**src/spu_map.svh**
```systemverilog
`ifndef SPU_MAP_SVH
`define SPU_MAP_SVH

`define SPU_CLK_PERIOD_NS     40
`define SPU_AUTO_INIT_MAX_NS  10000
`define SPU_AUTO_INIT_CYC     (`SPU_AUTO_INIT_MAX_NS / `SPU_CLK_PERIOD_NS)
`define SPU_CNT_W             12
`define SPU_MR_DEPTH          16

`define SPU_MA_DEVICE_INFO    8'h00
`define SPU_MA_FEATURE_ONE    8'h01
`define SPU_MA_FEATURE_TWO    8'h02
`define SPU_MA_IO_CONFIG      8'h03
`define SPU_MA_IO_CAL         8'h0A
`define SPU_MA_RESET          8'h3F

`define SPU_DAI_BIT           0
`define SPU_DAI_RESET         1'b1
`define SPU_CFG_ALL           3'h7

`endif

```
**src/spu_pkg.sv**
```systemverilog
`default_nettype none
package spu_pkg;

   typedef enum logic [2:0] {
      SPU_CMD_NOP  = 3'h0,
      SPU_CMD_MRW  = 3'h1,
      SPU_CMD_MRR  = 3'h2,
      SPU_CMD_PREA = 3'h3,
      SPU_CMD_ARRAY = 3'h4
   } spu_cmd_t;

   typedef enum logic [2:0] {
      SPU_ST_BOOT      = 3'h0,
      SPU_ST_AUTO_INIT = 3'h1,
      SPU_ST_CAL       = 3'h2,
      SPU_ST_CONFIG    = 3'h3,
      SPU_ST_READY     = 3'h4
   } spu_state_t;

endpackage
`default_nettype wire
```
**src/spu_mr_if.sv**
```systemverilog
`timescale 1ns/10ps
`default_nettype none
interface spu_mr_if;
   logic       wr_en;
   logic [7:0] wr_addr;
   logic [7:0] wr_data;
   logic       rd_en;
   logic [7:0] rd_addr;
   logic [7:0] rd_data;

   modport ctl (output wr_en, output wr_addr, output wr_data, output rd_en, output rd_addr, input rd_data);
   modport mem (input wr_en, input wr_addr, input wr_data, input rd_en, input rd_addr, output rd_data);
endinterface // spu_mr_if
`default_nettype wire

```
**src/spu_init_seq.sv**
```systemverilog
`timescale 1ns/10ps
`default_nettype none
`include "spu_map.svh"
module spu_init_seq
   import spu_pkg::*;
#(
   parameter int AUTO_INIT_CYC = `SPU_AUTO_INIT_CYC,
   parameter int MR_DEPTH      = `SPU_MR_DEPTH
) (
   input  wire logic       core_clk,
   input  wire logic       rst_n,
   input  wire logic       cke,
   input  wire logic       cs_n,
   input  wire logic       ca_hiz,
   input  wire logic [2:0] cmd_code,
   input  wire logic [7:0] mr_addr,
   input  wire logic [7:0] mr_wdata,
   output logic      [7:0] dq_out,
   output logic            dq_oe,
   output logic            auto_init_bit,
   output logic            init_done,
   output logic            cmd_reject,
   output logic      [2:0] seq_state
);
   localparam int CNT_W = `SPU_CNT_W;

   if (AUTO_INIT_CYC < 1 || AUTO_INIT_CYC >= (1 << CNT_W)) begin : g_bad_cyc
      $error("spu_init_seq: AUTO_INIT_CYC out of counter range");
   end

   ////////////////////////////////////////////////////////////////////////////////
   // Command decode

   function automatic logic mrw_hit(input logic wr_ok, input logic [7:0] a, input logic [7:0] want);
      mrw_hit = wr_ok && (a == want);
   endfunction

   spu_cmd_t   cmd;
   logic       cmd_take;
   logic       allowed;
   logic       wr_ok;
   logic       rd_go;
   logic       is_reset;
   spu_state_t state_reg;
   spu_state_t state_next;

   always_comb begin
      cmd      = spu_cmd_t'(cmd_code);
      // Sampled on the rising edge; a floating bus or low enable is a NOP
      cmd_take = cke && !cs_n && !ca_hiz && (cmd != SPU_CMD_NOP);
      case (state_reg)
         SPU_ST_BOOT: begin
            allowed = (cmd == SPU_CMD_MRW) || (cmd == SPU_CMD_MRR) || (cmd == SPU_CMD_PREA);
         end
         SPU_ST_READY: begin
            allowed = 1'b1;
         end
         default: begin
            allowed = (cmd == SPU_CMD_MRW) || (cmd == SPU_CMD_MRR);
         end
      endcase
      wr_ok    = cmd_take && allowed && (cmd == SPU_CMD_MRW);
      rd_go    = cmd_take && allowed && (cmd == SPU_CMD_MRR);
      is_reset = mrw_hit(wr_ok, mr_addr, `SPU_MA_RESET);
   end

   ////////////////////////////////////////////////////////////////////////////////
   // Sequence state

   logic [CNT_W-1:0] cnt_reg;
   logic [CNT_W-1:0] cnt_next;
   logic             dai_reg;
   logic             dai_next;
   logic [2:0]       cfg_reg;
   logic [2:0]       cfg_next;
   logic             rej_reg;
   logic             rej_next;
   logic             done_reg;
   logic             done_next;

   always_comb begin
      state_next = state_reg;
      cnt_next   = cnt_reg;
      dai_next   = dai_reg;
      cfg_next   = cfg_reg;
      rej_next   = cmd_take && !allowed;
      if (is_reset) begin
         // Restart from the reset step without any power ramp
         state_next = SPU_ST_AUTO_INIT;
         cnt_next   = '0;
         dai_next   = `SPU_DAI_RESET;
         cfg_next   = 3'h0;
      end else begin
         case (state_reg)
            SPU_ST_AUTO_INIT: begin
               if (cnt_reg == CNT_W'(AUTO_INIT_CYC - 1)) begin
                  state_next = SPU_ST_CAL;
                  dai_next   = 1'b0;
               end else begin
                  cnt_next = cnt_reg + 1'b1;
               end
            end
            SPU_ST_CAL: begin
               if (mrw_hit(wr_ok, mr_addr, `SPU_MA_IO_CAL)) begin
                  state_next = SPU_ST_CONFIG;
               end
            end
            SPU_ST_CONFIG: begin
               cfg_next[0] = cfg_reg[0] | mrw_hit(wr_ok, mr_addr, `SPU_MA_FEATURE_ONE);
               cfg_next[1] = cfg_reg[1] | mrw_hit(wr_ok, mr_addr, `SPU_MA_FEATURE_TWO);
               cfg_next[2] = cfg_reg[2] | mrw_hit(wr_ok, mr_addr, `SPU_MA_IO_CONFIG);
               if (cfg_next == `SPU_CFG_ALL) begin
                  state_next = SPU_ST_READY;
               end
            end
            default: begin
               state_next = state_reg;
            end
         endcase
      end
      done_next = (state_next == SPU_ST_READY);
   end

   always_ff @(posedge core_clk or negedge rst_n) begin
      if (!rst_n) begin
         state_reg <= SPU_ST_BOOT;
         cnt_reg   <= '0;
         dai_reg   <= `SPU_DAI_RESET;
         cfg_reg   <= 3'h0;
         rej_reg   <= 1'b0;
         done_reg  <= 1'b0;
      end else begin
         state_reg <= state_next;
         cnt_reg   <= cnt_next;
         dai_reg   <= dai_next;
         cfg_reg   <= cfg_next;
         rej_reg   <= rej_next;
         done_reg  <= done_next;
      end
   end

   ////////////////////////////////////////////////////////////////////////////////
   // Mode register store and read path

   spu_mr_if mr_bus ();

   // The info register is read-only and reset is a trigger, so neither is stored
   assign mr_bus.wr_en   = wr_ok && (mr_addr != `SPU_MA_DEVICE_INFO) && !is_reset;
   assign mr_bus.wr_addr = mr_addr;
   assign mr_bus.wr_data = mr_wdata;
   assign mr_bus.rd_en   = rd_go;
   assign mr_bus.rd_addr = mr_addr;

   spu_mr_store #(
      .DEPTH (MR_DEPTH)
   ) u_store (
      .core_clk (core_clk),
      .rst_n    (rst_n),
      .mr       (mr_bus.mem)
   );

   logic       pend_reg;
   logic       pend_next;
   logic       info_reg;
   logic       info_next;
   logic       dai_snap_reg;
   logic       dai_snap_next;
   logic [7:0] dq_reg;
   logic [7:0] dq_next;
   logic       oe_reg;
   logic       oe_next;

   always_comb begin
      pend_next     = rd_go;
      info_next     = rd_go && (mr_addr == `SPU_MA_DEVICE_INFO);
      dai_snap_next = dai_reg;
      dq_next       = 8'h00;
      if (pend_reg) begin
         if (info_reg) begin
            dq_next[`SPU_DAI_BIT] = dai_snap_reg;
         end else begin
            dq_next = mr_bus.rd_data;
         end
      end
      // Drivers only turn on while the enable is sampled high
      oe_next = pend_reg && cke;
   end

   always_ff @(posedge core_clk or negedge rst_n) begin
      if (!rst_n) begin
         pend_reg     <= 1'b0;
         info_reg     <= 1'b0;
         dai_snap_reg <= `SPU_DAI_RESET;
         dq_reg       <= 8'h00;
         oe_reg       <= 1'b0;
      end else begin
         pend_reg     <= pend_next;
         info_reg     <= info_next;
         dai_snap_reg <= dai_snap_next;
         dq_reg       <= dq_next;
         oe_reg       <= oe_next;
      end
   end

   assign dq_out        = dq_reg;
   assign dq_oe         = oe_reg;
   assign auto_init_bit = dai_reg;
   assign init_done     = done_reg;
   assign cmd_reject    = rej_reg;
   assign seq_state     = state_reg;
endmodule // spu_init_seq
`default_nettype wire

```
**src/spu_mr_store.sv**
```systemverilog
`timescale 1ns/10ps
`default_nettype none
`include "spu_map.svh"
module spu_mr_store
   import spu_pkg::*;
#(
   parameter int DEPTH = `SPU_MR_DEPTH
) (
   input  wire logic core_clk,
   input  wire logic rst_n,
   spu_mr_if.mem     mr
);
   localparam int AW = $clog2(DEPTH);

   if (DEPTH < 2 || DEPTH > 256 || (1 << AW) != DEPTH) begin : g_bad_depth
      $error("spu_mr_store: DEPTH must be a power of two from 2 to 256");
   end

   logic [7:0] ents [DEPTH];
   logic [7:0] rd_reg;
   logic [7:0] rd_next;

   for (genvar i = 0; i < DEPTH; i++) begin : g_ent
      logic [7:0] ent_reg;
      logic [7:0] ent_next;
      always_comb begin
         ent_next = ent_reg;
         if (mr.wr_en && mr.wr_addr == 8'(i)) begin
            ent_next = mr.wr_data;
         end
      end
      always_ff @(posedge core_clk or negedge rst_n) begin
         if (!rst_n) begin
            ent_reg <= 8'h00;
         end else begin
            ent_reg <= ent_next;
         end
      end
      assign ents[i] = ent_reg;
   end

   // Addresses past the store read as zero, like unused fields
   always_comb begin
      rd_next = rd_reg;
      if (mr.rd_en) begin
         rd_next = (32'(mr.rd_addr) < DEPTH) ? ents[mr.rd_addr[AW-1:0]] : 8'h00;
      end
   end

   always_ff @(posedge core_clk or negedge rst_n) begin
      if (!rst_n) begin
         rd_reg <= 8'h00;
      end else begin
         rd_reg <= rd_next;
      end
   end

   assign mr.rd_data = rd_reg;
endmodule // spu_mr_store
`default_nettype wire

```
**config.mk**
```make
export PLATFORM = sky130hd
export DESIGN_NAME = spu_init_seq
export DESIGN_NICKNAME = d
export VERILOG_FILES = /design/src/spu_pkg.sv /design/src/spu_mr_if.sv /design/src/spu_init_seq.sv /design/src/spu_mr_store.sv
export VERILOG_INCLUDE_DIRS = /design/src
export SDC_FILE = /design/constraint.sdc
export NUM_CORES = 1
export LEC_CHECK = 0
export ABC_AREA = 1
export BUFFER_PORTS_ARGS = -buffer_cell sky130_fd_sc_hd__buf_4
export CAP_MARGIN = 15
export CORE_ASPECT_RATIO = 1.75
export CORE_UTILIZATION = 61
export DETAILED_ROUTE_END_ITERATION = 10
export GPL_ROUTABILITY_DRIVEN = 0
export PLACE_DENSITY = 0.8
export SETUP_SLACK_MARGIN = 0.1
export SYNTH_ARGS = -nofsm -noshare
export SYNTH_HDL_FRONTEND = slang
export SYNTH_SLANG_ARGS = --single-unit
```
**constraint.sdc**
```tcl
create_clock -name core_clk -period 2.6 [get_ports core_clk]
set_clock_uncertainty 0.05 [all_clocks]
set_input_delay 0.26 -clock core_clk [delete_from_list [all_inputs] [get_ports core_clk]]
set_output_delay 0.26 -clock core_clk [all_outputs]
set_load 0.02 [all_outputs]
```
After elaboration in Yosys (flattened, before gate mapping)
Cells that the tools add are included.
{"block": "classes", "n_lt_le_gt_ge": 2, "mux": 21, "addsub": 1, "div": 0, "eq_ne": 27, "n_shift": 0, "n_reduce_logical": 47, "multipliers": 0, "bitwise_logic": 4}
{"cell": "$eq A8 B4 Y1 const B", "count": 8}
{"cell": "$mux W12", "count": 3}
{"cell": "$bmux W8 S4", "count": 1}
{"cell": "$eq A8 B3 Y1 const B", "count": 4}
{"cell": "$logic_and A1 B1 Y1", "count": 32}
{"cell": "$mux W8", "count": 4}
{"cell": "$mux W3", "count": 6}
{"cell": "$eq A8 B2 Y1 const B", "count": 2}
{"cell": "$add A12 B1 Y12 const B", "count": 1}
{"cell": "$eq A12 B8 Y1 const B", "count": 1}
{"cell": "$eq A3 B2 Y1 const B", "count": 4}
{"cell": "$eq A3 B3 Y1 const B", "count": 3}
{"cell": "$pmux W3 S3", "count": 1}
{"cell": "$eq A8 B1 Y1 const B", "count": 1}
{"cell": "$eq A8 B6 Y1 const B", "count": 1}
{"cell": "$logic_not A8 Y1", "count": 1}
{"cell": "$lt A8 B5 Y1 const B", "count": 1}
{"cell": "$reduce_bool A8 Y1", "count": 1}
{"cell": "$mux W7", "count": 1}
{"cell": "$eq A3 B1 Y1 const B", "count": 2}
{"cell": "$reduce_bool A2 Y1", "count": 3}
{"cell": "$ge A5 B5 Y1 const B", "count": 1}
{"cell": "$not A4 Y5", "count": 1}
{"cell": "$logic_not A1 Y1", "count": 4}
{"cell": "8 further kinds", "count": 15}
{"block": "word_totals", "latch_bits": 0, "rom_bits": 0, "n_memories": 0, "word_cells": 130, "register_bits": 169, "ramBits": 0, "input_bits": 24, "output_inout_bits": 15}

Longest topological paths before layout
Gate-level depths: netlist (run 1).
{"block": "logic_depth", "word_depth": 13, "mapped_depth": 13}

Modules after synthesis
From an unflattened synthesis (run 1), not the netlist that was laid out.
{"block": "unflattened", "cells_unflattened": 1009, "area_unflattened_um2": 8084.0}
{"mod": "spu_mr_store", "seq_area_each_um2": 3403.3, "n_inst": 1, "area_each_um2": 6253.5, "cells_each": 789}
{"mod": "spu_init_seq", "seq_area_each_um2": 828.3, "n_inst": 1, "area_each_um2": 1830.5, "cells_each": 220}

Worst setup path before layout (run 1)
Ideal clock, no wire load.
{"block": "synth_path", "path_kind": "reg-to-reg", "start": "register state_reg[1], in the netlist seq_state[1]", "end": "register u_store.g_ent[15].ent_reg[5]", "slack_ns": 0.542, "stages_incl_launch_ff": 10, "arrival_ns": 1.880, "period_less_slack_ns": 2.058, "cell_sequence": "dfrtp_1 > nor2_1 > nand2_1 > nand2_4 > nand4_4 > a21oi_4 > nand4_4 > buf_6 > nand2_2 > o21ai_2"}
{"block": "synth_between", "elab_chain_len": 8}
{"element": "start: declaration", "line": "spu_init_seq.sv:44", "source": "spu_state_t state_reg;"}
{"element": "start signal: assignment", "line": "spu_init_seq.sv:133", "source": "state_reg <= state_next;"}
{"element": "$eq A3 B3 Y1 or $logic_not A3 Y1 (tied branches)", "line": "spu_init_seq.sv:51", "source": "case (state_reg)"}
{"element": "$pmux W1 S2 *", "line": "spu_init_seq.sv:51"}
{"element": "$logic_and A1 B1 Y1 * (2 in a row)", "line": "spu_init_seq.sv:62", "source": "wr_ok = cmd_take && allowed && (cmd == SPU_CMD_MRW);"}
{"element": "$logic_and A1 B1 Y1", "line": "spu_init_seq.sv:35", "source": "mrw_hit = wr_ok && (a == want);"}
{"element": "$logic_not A1 Y1", "line": "spu_init_seq.sv:148", "source": "assign mr_bus.wr_en = wr_ok && (mr_addr != `SPU_MA_DEVICE_INFO) && !is_reset;"}
{"element": "$logic_and A1 B1 Y1 *", "line": "spu_init_seq.sv:148"}
{"element": "$logic_and A1 B1 Y1 *", "line": "spu_mr_store.sv:28", "source": "if (mr.wr_en && mr.wr_addr == 8'(i)) begin"}
{"element": "end signal: assignment", "line": "spu_mr_store.sv:36", "source": "ent_reg <= ent_next;"}
{"element": "end: declaration", "line": "spu_mr_store.sv:24", "source": "logic [7:0] ent_reg;"}
Mark *: on every way between the ends. The rest lies on a longest branch, timed or not.
A chain may end at the register's enable or synchronous reset.

Final worst setup path (run 1)
{"block": "layout_path", "start": "input cke", "end": "register cnt_reg[8]"}
{"block": "layout_between", "elab_chain_len": 8}
{"element": "start: declaration", "line": "spu_init_seq.sv:12", "source": "input wire logic cke,"}
{"element": "$logic_and A1 B1 Y1 * (3 in a row)", "line": "spu_init_seq.sv:50", "source": "cmd_take = cke && !cs_n && !ca_hiz && (cmd != SPU_CMD_NOP);"}
{"element": "$logic_and A1 B1 Y1 * (2 in a row)", "line": "spu_init_seq.sv:62"}
{"element": "$logic_and A1 B1 Y1 *", "line": "spu_init_seq.sv:35"}
{"element": "$ne A2 B2 Y1 (no source line) or $reduce_bool A2 Y1 (tied branches)"}
{"element": "$reduce_and A2 Y1 (no source line)"}
{"element": "end signal: assignment", "line": "spu_init_seq.sv:134", "source": "cnt_reg <= cnt_next;"}
{"element": "end: declaration", "line": "spu_init_seq.sv:70", "source": "logic [CNT_W-1:0] cnt_reg;"}
Marked as above.

==> metrics.yaml, run 1 <==
outcome: "complete, no violations"
fin_area_um2: 8600
synth-simple-area-share_pct: 21.2
ioPinCount: 39
synth_xor_area_share_pct: 0.460
clock.fmax_mhz: 441
overflow: 0
timing.final.hold_violations: 0
vias: 6327
avgSynthCellArea_um2: 8.83
area_growth_syn_to_layout_pct: 12.9
synth_top_family_by_area: "simple AND/OR/NAND/NOR gates"
placed_cell_area_um2: 8020
reg2reg_to: "cnt_reg[10]"
final_util_pct: 71.3
wl_per_cell_um: 18.6
die-area_um2: 13000
multi_input_area_um2: 2930
drv_slew: 0
cts_max_path_buffers: 2
ff2ff_path_depth: 10
mappedNetlistArea_um2: 7620
place_hpwl_um: 13100
fin_ws_ns: 0.333
grt_setup_unrepaired: "no"
grt_pass1_vias: 6388
tns_ns: 0
grt_max_degree: 61
layout_commonest_cell: "nand2_1"
rows: 53
place_inst: 1028
largest_reg_flops: 128
syn-num-nets: 889
hold_class: "in2reg"
crit_path_end_kind: "flop"
drtIter0Drc: 674
root_buffer: "clkbuf_16"
maxCapViolCount: 0
yosysWarnings: 0
ant_nets: 0
drc: 0
ff2ff_setup_slack_ns: 0.35
clk_latency_ns: 0.42
core_um2: 12100
crit_type: "in2reg"
viasPerCell: 5.96
synthAdderAreaFrac_pct: 0.328
die_w_um: 86.5
antennaDiodeCount: 0
cp_max_fo: 14
hp-start: "mr_addr[3]"
cts_tree: "done"
clk_pin_slew_ns: 0.06
vdd_drop_max_mv: 0.431
worstHoldEndpoint: "info_reg"
wl_um: 19700
fp.dieH_um: 150
regArea_um2: 4230
period_needed_ns: 2.27
grt_util_all_layers_pct: 32.8
synth-seq-area-share_pct: 55.5
ys_ff_latch: 169
fin_nets: 910
setup_viol: 0
synth_compound_area_share_pct: 16.3
worstPathArrival_ns: 2.55
drive_above_1_share_pct: 13.5
ctsResizeCount: 0
pre_cts_slack_ns: 0.0270
worstMarginPinSlew_ns: 0.830
final_cells: 1062
final_cell_mix: "213 x nand2_1, 167 x dfrtp_1, 95 x o21ai_0"
synth_mux_area_share_pct: 0
grt_pass1_wl_um: 31600
relSlewSlack_pct: 44.6
h-tree-depth: 4
cp-start-kind: "input pin"
ys_types: 32
cts_buffers: 17
p_leak_nw: 4.07
dr.pass1.iters: 5
start_util_pct: 63.2
antenna_found_initial: 0
postSynthCellCount: 863
whs_path_depth: 4
cts.sinks: 169
power_density_nw_per_um2: 619
period_share_pct: 87.2
r2r-start: "seq_state[1]"
n_fill_cell: 924
crit_required_ns: 2.88
portBuffers: 38
-- where the power goes --
group	internal, mW	switching [mW]	total [mW]
clock network	1.35	1.05	2.40
logic	0.0634	0.207	0.270
registers	2.65	0.00711	2.66
total	4.06	1.27	5.33
-- final cells by class --
cell class,instances,share of cell area (%)
tap,165,2.40
clock buffer,19,5.15
clock inverter,13,1.41
inverter,63,2.75
multi-input combinational,579,34.0
timing repair buffer,54,5.10
sequential,169,49.2
-- how the worst max path moves through the flow --
stage                       from                            to  slack (ns)  cells past startpoint
floorplan           seq_state[1]  u_store.g_ent[15].ent_reg[5]        0.54                      9
global placement      mr_addr[1]                    cnt_reg[8]        0.18                     11
detailed placement    mr_addr[1]  u_store.g_ent[12].ent_reg[5]        0.03                      6
CTS                 seq_state[1]                    cnt_reg[8]        0.33                      8
global route        seq_state[1]                    cnt_reg[8]        0.14                      9
finish                       cke                    cnt_reg[8]        0.33                     10
-- stage by stage --
stage / power [mW] / hold slack (ns)
after floorplan: 2.82 / -0.0856
after global placement: 2.96 / 0.215
after detailed placement: 2.97 / 0.225
after CTS: 5.35 / 0.106
after global routing: 5.49 / 0.118
final: 5.33 / 0.108
-- logic make-up after synthesis --
family | after synthesis
and+or+nand+nor | 360
AOI/OAI and AO/OA | 213
DFF | 169
buffers and inverters | 115
xor gates and xnor gates | 4
adders and majority gates | 2
-- repair_timing --
action	in CTS	in global routing
hold buffers	2	0
hold endpoints to repair	59	0
buffers inserted	0	0
-- cells in the mapped netlist --
cell	instances	share of area, %
a21oi_1	9	0.59
a21oi_4	2	0.43
a22oi_1	32	3.2
a31oi_1	16	1.3
and3_1	1	0.082
buf_2	8	0.53
buf_6	4	0.59
clkbuf_1	40	2.0
clkinv_1	1	0.049
dfrtp_1	167	55
dfstp_2	2	0.69
ha_1	2	0.33
inv_1	58	2.9
inv_2	4	0.20
nand2_1	213	10
nand2_2	4	0.33
nand2_4	8	1.2
nand3_1	70	4.6
nand3_4	2	0.46
nand4_1	6	0.49
nand4_4	2	0.56
nor2_1	39	1.9
nor2_2	3	0.25
nor2_4	1	0.15
nor3_1	10	0.66
nor4_1	1	0.082
o21a_1	1	0.099
o21ai_0	95	6.2
o21ai_1	42	2.8
o21ai_2	8	0.92
o31ai_1	8	0.79
xor2_1	4	0.46
-- worst max-delay path: stages --
cell	delay, ns
dlygate4sd3_1	0.53
buf_4	0.11
nand2_1	0.10
a21oi_4	0.26
nand3_1	0.17
nor2_1	0.26
inv_1	0.27
o21ai_0	0.32
nand3_1	0.13
o21ai_0	0.13
-- per-layer routing --
| layer | routed length [um] | share of wire (%) | GRT usage, % |
|---|---|---|---|
| met5 | 0 | 0 | 0 |
| met2 | 10200 | 52 | 55.0 |
| met4 | 1060 | 5.4 | 20.4 |
| met1 | 7470 | 38 | 38.8 |
| met3 | 1020 | 5.2 | 5.68 |
Power figures use the tool's default switching activity.
==> inputs of run 2 (changes only) <==
Settings changed: ABC_AREA 1 to not set, SETUP_SLACK_MARGIN 0.1 to not set.
==> run 2 against run 1 <==
Clock power rose by 4%. Wire length fell by 17%. Sequential share of layout area shrank 1.1 points. Largest cell class unchanged. Cell count is 29% lower. Critical path depth shrank 3. Synthesized cell count fell by 38%. Sequential power about the same. Fmax decreased by 4.5%.
==> metrics.yaml, run 2 <==
rows: 53  # unchanged
viasPerCell: 6.19  # +4.0%
portBuffers: 38  # unchanged
pre_cts_slack_ns: 0.364  # +0.337 ns
drc: 0  # unchanged
grt_util_all_layers_pct: 27.7  # -5.0 points
ff2ff_path_depth: 4  # -6
clk_latency_ns: 0.42  # about the same
core_um2: 12100  # +0.55%
avgSynthCellArea_um2: 14.3  # +62%
maxCapViolCount: 0  # unchanged
endpoint: "u_store.g_ent[5].ent_reg[2]"
wl_um: 16300  # -17%
crit_type: "in2reg"
ys_types: 47  # +47%
synth_commonest_cells: "167 x dfrtp_1, 112 x mux2_2, 32 x mux4_2"
die_w_um: 86.6  # about the same
setup_viol: 0  # unchanged
vdd_drop_max_mv: 0.458  # +6.2%
hold_class: "in2reg"
grt_pass1_vias: 5148  # -19%
h-tree-depth: 4  # unchanged
synthTopCellsByArea: "dfrtp_1 55%, mux2_2 17%, mux4_2 9.4%"
cp-start-kind: "input pin"
period_needed_ns: 2.37  # +0.107 ns
grt_pass1_wl_um: 26500  # -16%
antennaDiodeCount: 0  # unchanged
ff2ff_setup_slack_ns: 0.68  # +0.33 ns
cts_setup_buffers: 0  # unchanged
outcome: "complete, no violations"
place_hpwl_um: 11300  # -14%
cts.sinks: 169  # unchanged
netlist.area_leader.share_pct: 54.7  # -0.072 points
crit_required_ns: 2.85  # -0.03 ns
mappedNetlistArea_um2: 7630  # +0.13%
post-synth-top-count-cell: "dfrtp_1"
relSlewSlack_pct: 53.2  # +8.6 points
ys.flop_type: "dfrtp_1"
period_share_pct: 91.3  # +4.1 points
fin_nets: 607  # -33%
largest_reg_flops: 128  # unchanged
antenna_found_initial: 0  # unchanged
yosysWarnings: 0  # unchanged
grt_max_degree: 63  # +3.3%
postSynthCellCount: 533  # -38%
cp_max_fo: 8  # -6
ys_async_sr_fraction_pct: 100  # unchanged
vias: 4701  # -26%
drive_above_1_share_pct: 43.6  # +30 points
crit_start: "cs_n"
ys_ff_latch: 169  # unchanged
r2r-start: "seq_state[2]"
ioPinCount: 39  # unchanged
tns_ns: 0  # unchanged
clk_pin_slew_ns: 0.06  # about the same
yosysTopAreaCell: "dfrtp_1"
p_leak_nw: 4.18  # +2.6%
cts_tree: "done"
clock.fmax_mhz: 421  # -4.5%
drtIter0Drc: 269  # -60%
drv_slew: 0  # unchanged
synth-seq-area-share_pct: 55.4  # -0.073 points
timing.hold.ws_ns: 0.0362  # -0.0717 ns
grt_setup_unrepaired: "no"
syn-num-nets: 559  # -37%
synth_edf_count: 0  # unchanged
final_cells: 759  # -29%
root_buffer: "clkbuf_16"
area_growth_syn_to_layout_pct: 15.3
crit_path_end_kind: "flop"
ant_nets: 0  # unchanged
wl_per_cell_um: 21.5  # +16%
worstMarginPinSlew_ns: 0.700  # -0.130 ns
final_util_pct: 72.6  # +1.3 points
worstPathArrival_ns: 2.62  # +0.07 ns
layout_commonest_cell: "dfrtp_1"
cts_buffers: 17  # unchanged
power_density_nw_per_um2: 623  # +0.63%
n_fill_cell: 772  # -16%
fp.dieH_um: 150  # about the same
timing.final.hold_violations: 0  # unchanged
start_util_pct: 62.9  # -0.26 points
fin_ws_ns: 0.227  # -0.107 ns
overflow: 0  # unchanged
dr.pass1.iters: 4  # -1
cts_max_path_buffers: 2  # unchanged
die-area_um2: 13000  # +0.13%
place_inst: 724  # -30%
final_cell_mix: "167 x dfrtp_1, 112 x mux2_2, 59 x buf_4"
reg2reg_to: "cnt_reg[9]"
==> run 2: cell families after synthesis <==
kind of cell / count (synthesis) / share of synthesized area (%)
xor gates and xnor gates: 9 / 1.03
AOI/OAI and AO/OA: 44 / 4.00
DFF: 169 / 55.4
muxes: 154 / 27.8
buffers and inverters: 43 / 2.26
and+or+nand+nor: 112 / 9.15
adders and majority gates: 2 / 0.328
==> run 2: worst min-delay path by stage <==
stage | startpoint | endpoint | depth (start not counted)
final | cke | dq_oe | 2
after CTS | cke | dq_oe | 2
after floorplan | rst_n | cfg_reg[0] | 0
after global routing | cke | dq_oe | 2
after global placement | rst_n | cnt_reg[9] | 1
after detailed placement | rst_n | cnt_reg[9] | 1
==> run 2: stage by stage <==
| step | area [um2] | power [mW] |
|---|---|---|
| after global placement | 8190 | 3.02 |
| after CTS | 8800 | 5.52 |
| after floorplan | 7630 | 2.88 |
| final | 8800 | 5.49 |
| after global routing | 8800 | 5.66 |
| after detailed placement | 8190 | 3.04 |
==> run 2: layout make-up <==
class	count	area, um2	share of cell area, %
inverter	7	26.3	0.298
tap	165	206	2.34
timing repair buffer	65	524	5.95
clock buffer	20	447	5.07
clock inverter	12	140	1.59
sequential	169	4230	48.1
multi-input combinational	321	3230	36.7
==> run 2: where the power goes <==
group	internal [mW]	switching [mW]
registers	2.66	0.0316
logic	0.108	0.194
clock network	1.45	1.04
total	4.22	1.27
==> run 2: worst max-delay path, cell delays in order <==
cell and delay (ns):
dlygate4sd3_1 0.54, buf_4 0.15, nor4b_4 0.30, nand4_1 0.21
nand2b_1 0.28, nor2_2 0.47, mux2_2 0.41
==> run 2: metal layers <==
metal / GRT usage (%) / up-vias / wire length (um) / share of wire [%]
met1: 32.1 / 2456 / 6150 / 38
met2: 49.0 / 137 / 9010 / 55
met3: 5.52 / 48 / 567 / 3.5
li1: - / 2060 / - / -
met4: 12.8 / 0 / 567 / 3.5
met5: 0 / - / 0 / 0
==> run 2: timing repair <==
item,in CTS,in global routing
hold buffers,3,0
gates resized for setup,0,0
hold endpoints to repair,50,0
==> inputs of run 3 (changes only) <==
Settings changed: CORE_MARGIN set to 4.
==> run 3 against run 2 <==
Critical endpoint is now u_store.g_ent[5].ent_reg[7]. Wire length fell by 2.0%. Die area is 11% higher. Count of clock-buffer cells in the layout fell by 3. Cell area decreased by 0.17%. Via count fell by 1.9%. Largest power group unchanged.
==> metrics.yaml, run 3 (synthesis gave the netlist of run 2 again) <==
period_needed_ns: 2.48  # +0.103 ns
power_density_nw_per_um2: 637  # +2.3%
clock.fmax_mhz: 404  # -4.2%
whs_path_depth: 2  # unchanged
drv_slew: 0  # unchanged
die_w_um: 92.6  # +6.9%
portBuffers: 38  # unchanged
rows: 53  # unchanged
cts.sinks: 169  # unchanged
grt_pass1_wl_um: 26400  # -0.26%
crit_required_ns: 2.86  # about the same
vias: 4610  # -1.9%
cp-start-kind: "input pin"
place_hpwl_um: 11200  # -1.2%
cts_tree: "done"
worstPathArrival_ns: 2.73  # +0.11 ns
wl_per_cell_um: 21.1  # -1.5%
worstMarginPinSlew_ns: 0.744  # +0.0439 ns
die-area_um2: 14400  # +11%
root_buffer: "clkbuf_16"
grt_max_degree: 82  # +30%
maxCapViolCount: 0  # unchanged
ff2ff_path_depth: 4  # unchanged
antenna_found_initial: 0  # unchanged
cts_setup_buffers: 0  # unchanged
core_um2: 12100  # unchanged
hp-start: "cke"
ant_nets: 0  # unchanged
placed_cell_area_um2: 8150  # -0.52%
antennaDiodeCount: 0  # unchanged
ff2ff_setup_slack_ns: 0.63  # -0.05 ns
period_share_pct: 95.3  # +4.0 points
start_util_pct: 62.9  # unchanged
crit_path_end_kind: "flop"
grt_util_all_layers_pct: 24.0  # -3.8 points
setup_viol: 0  # unchanged
reg2reg_to: "cnt_reg[9]"
cts_buffers: 17  # unchanged
dr.pass1.iters: 5  # +1
p_leak_nw: 4.18  # about the same
worstHoldEndpoint: "dq_oe"
layout_commonest_cell: "dfrtp_1"
outcome: "complete, no violations"
final_util_pct: 72.4  # -0.12 points
timing.final.hold_violations: 0  # unchanged
cts_max_path_buffers: 2  # unchanged
area_growth_syn_to_layout_pct: 15.1
clk_pin_slew_ns: 0.06  # about the same
relSlewSlack_pct: 50.3  # -2.9 points
overflow: 0  # unchanged
grt_setup_unrepaired: "no"
h-tree-depth: 4  # unchanged
drtIter0Drc: 287  # +6.7%
tns_ns: 0  # unchanged
drc: 0  # unchanged
largest_reg_flops: 128  # unchanged
fin_area_um2: 8790  # -0.17%
timing.hold.ws_ns: 0.0607  # +0.0245 ns
cp_max_fo: 8  # unchanged
total_power_mw: 5.60  # +2.1%
hold_class: "in2reg"
clk_latency_ns: 0.43  # about the same
drive_above_1_share_pct: 43.6  # about the same
fin_nets: 603  # -0.66%
grt_pass1_vias: 5109  # -0.76%
crit_type: "in2reg"
final_cell_mix: "167 x dfrtp_1, 112 x mux2_2, 56 x buf_4"
viasPerCell: 6.11  # -1.4%
wl_um: 16000  # -2.0%
fp.dieH_um: 156  # +4.0%
vdd_drop_max_mv: 0.483  # +5.5%
r2r-start: "seq_state[2]"
ioPinCount: 39  # unchanged
[run 3: changes by cell type in the layout (fill, tap and decap cells not counted), sizes merged]
cell	previous run	this run
bufinv	2	3
clkinvlp	3	0
buf	62	58
clkbuf	20	17
inv	11	14
clkinv	3	5
[run 3: critical path, stage by stage]
cell           delay, ns
dlygate4sd3_1       0.56
buf_4               0.15
nor4b_4             0.39
nand4_1             0.23
nand2b_1            0.28
nor2_2              0.46
mux2_2              0.40
[run 3: layout make-up]
cell class | instances | area (um2)
timing repair buffer | 61 | 482
clock inverter | 15 | 189
fill | 756 | 3350
sequential | 169 | 4230
tap | 165 | 206
clock buffer | 17 | 425
inverter | 7 | 26.3
multi-input combinational | 321 | 3230
[run 3: repair_timing]
item | CTS | global route
gates resized for setup | 0 | 0
hold endpoints to repair | 48 | 0
hold buffers | 3 | 0
[run 3: metrics by stage]
| step | cells | worst slack (ns) |
|---|---|---|
| floorplan | 533 | 0.641 |
| global placement | 720 | 0.320 |
| detailed placement | 720 | 0.267 |
| CTS | 755 | 0.147 |
| global route | 755 | 0.0209 |
| finish | 755 | 0.123 |
[run 3: layer usage]
| metal | global-route usage, % | wire [um] | vias up |
|---|---|---|---|
| met5 | 0 | 0 | - |
| li1 | - | - | 2047 |
| met3 | 4.15 | 407 | 31 |
| met1 | 27.5 | 6120 | 2436 |
| met4 | 9.50 | 414 | 0 |
| met2 | 44.1 | 9030 | 96 |
[run 3: worst max path at each step]
| stage | start | to | slack, ns |
|---|---|---|---|
| global route | cs_n | u_store.g_ent[5].ent_reg[0] | 0.02 |
| CTS | cs_n | u_store.g_ent[5].ent_reg[7] | 0.15 |
| global placement | cmd_code[2] | u_store.g_ent[5].ent_reg[7] | 0.32 |
| finish | cs_n | u_store.g_ent[5].ent_reg[7] | 0.12 |
| detailed placement | cmd_code[2] | u_store.g_ent[5].ent_reg[7] | 0.27 |
| floorplan | seq_state[2] | cnt_reg[9] | 0.64 |
[run 3: where the power goes]
part / internal, mW / switching [mW]
registers: 2.66 / 0.0314
clock network: 1.54 / 1.08
logic: 0.105 / 0.191
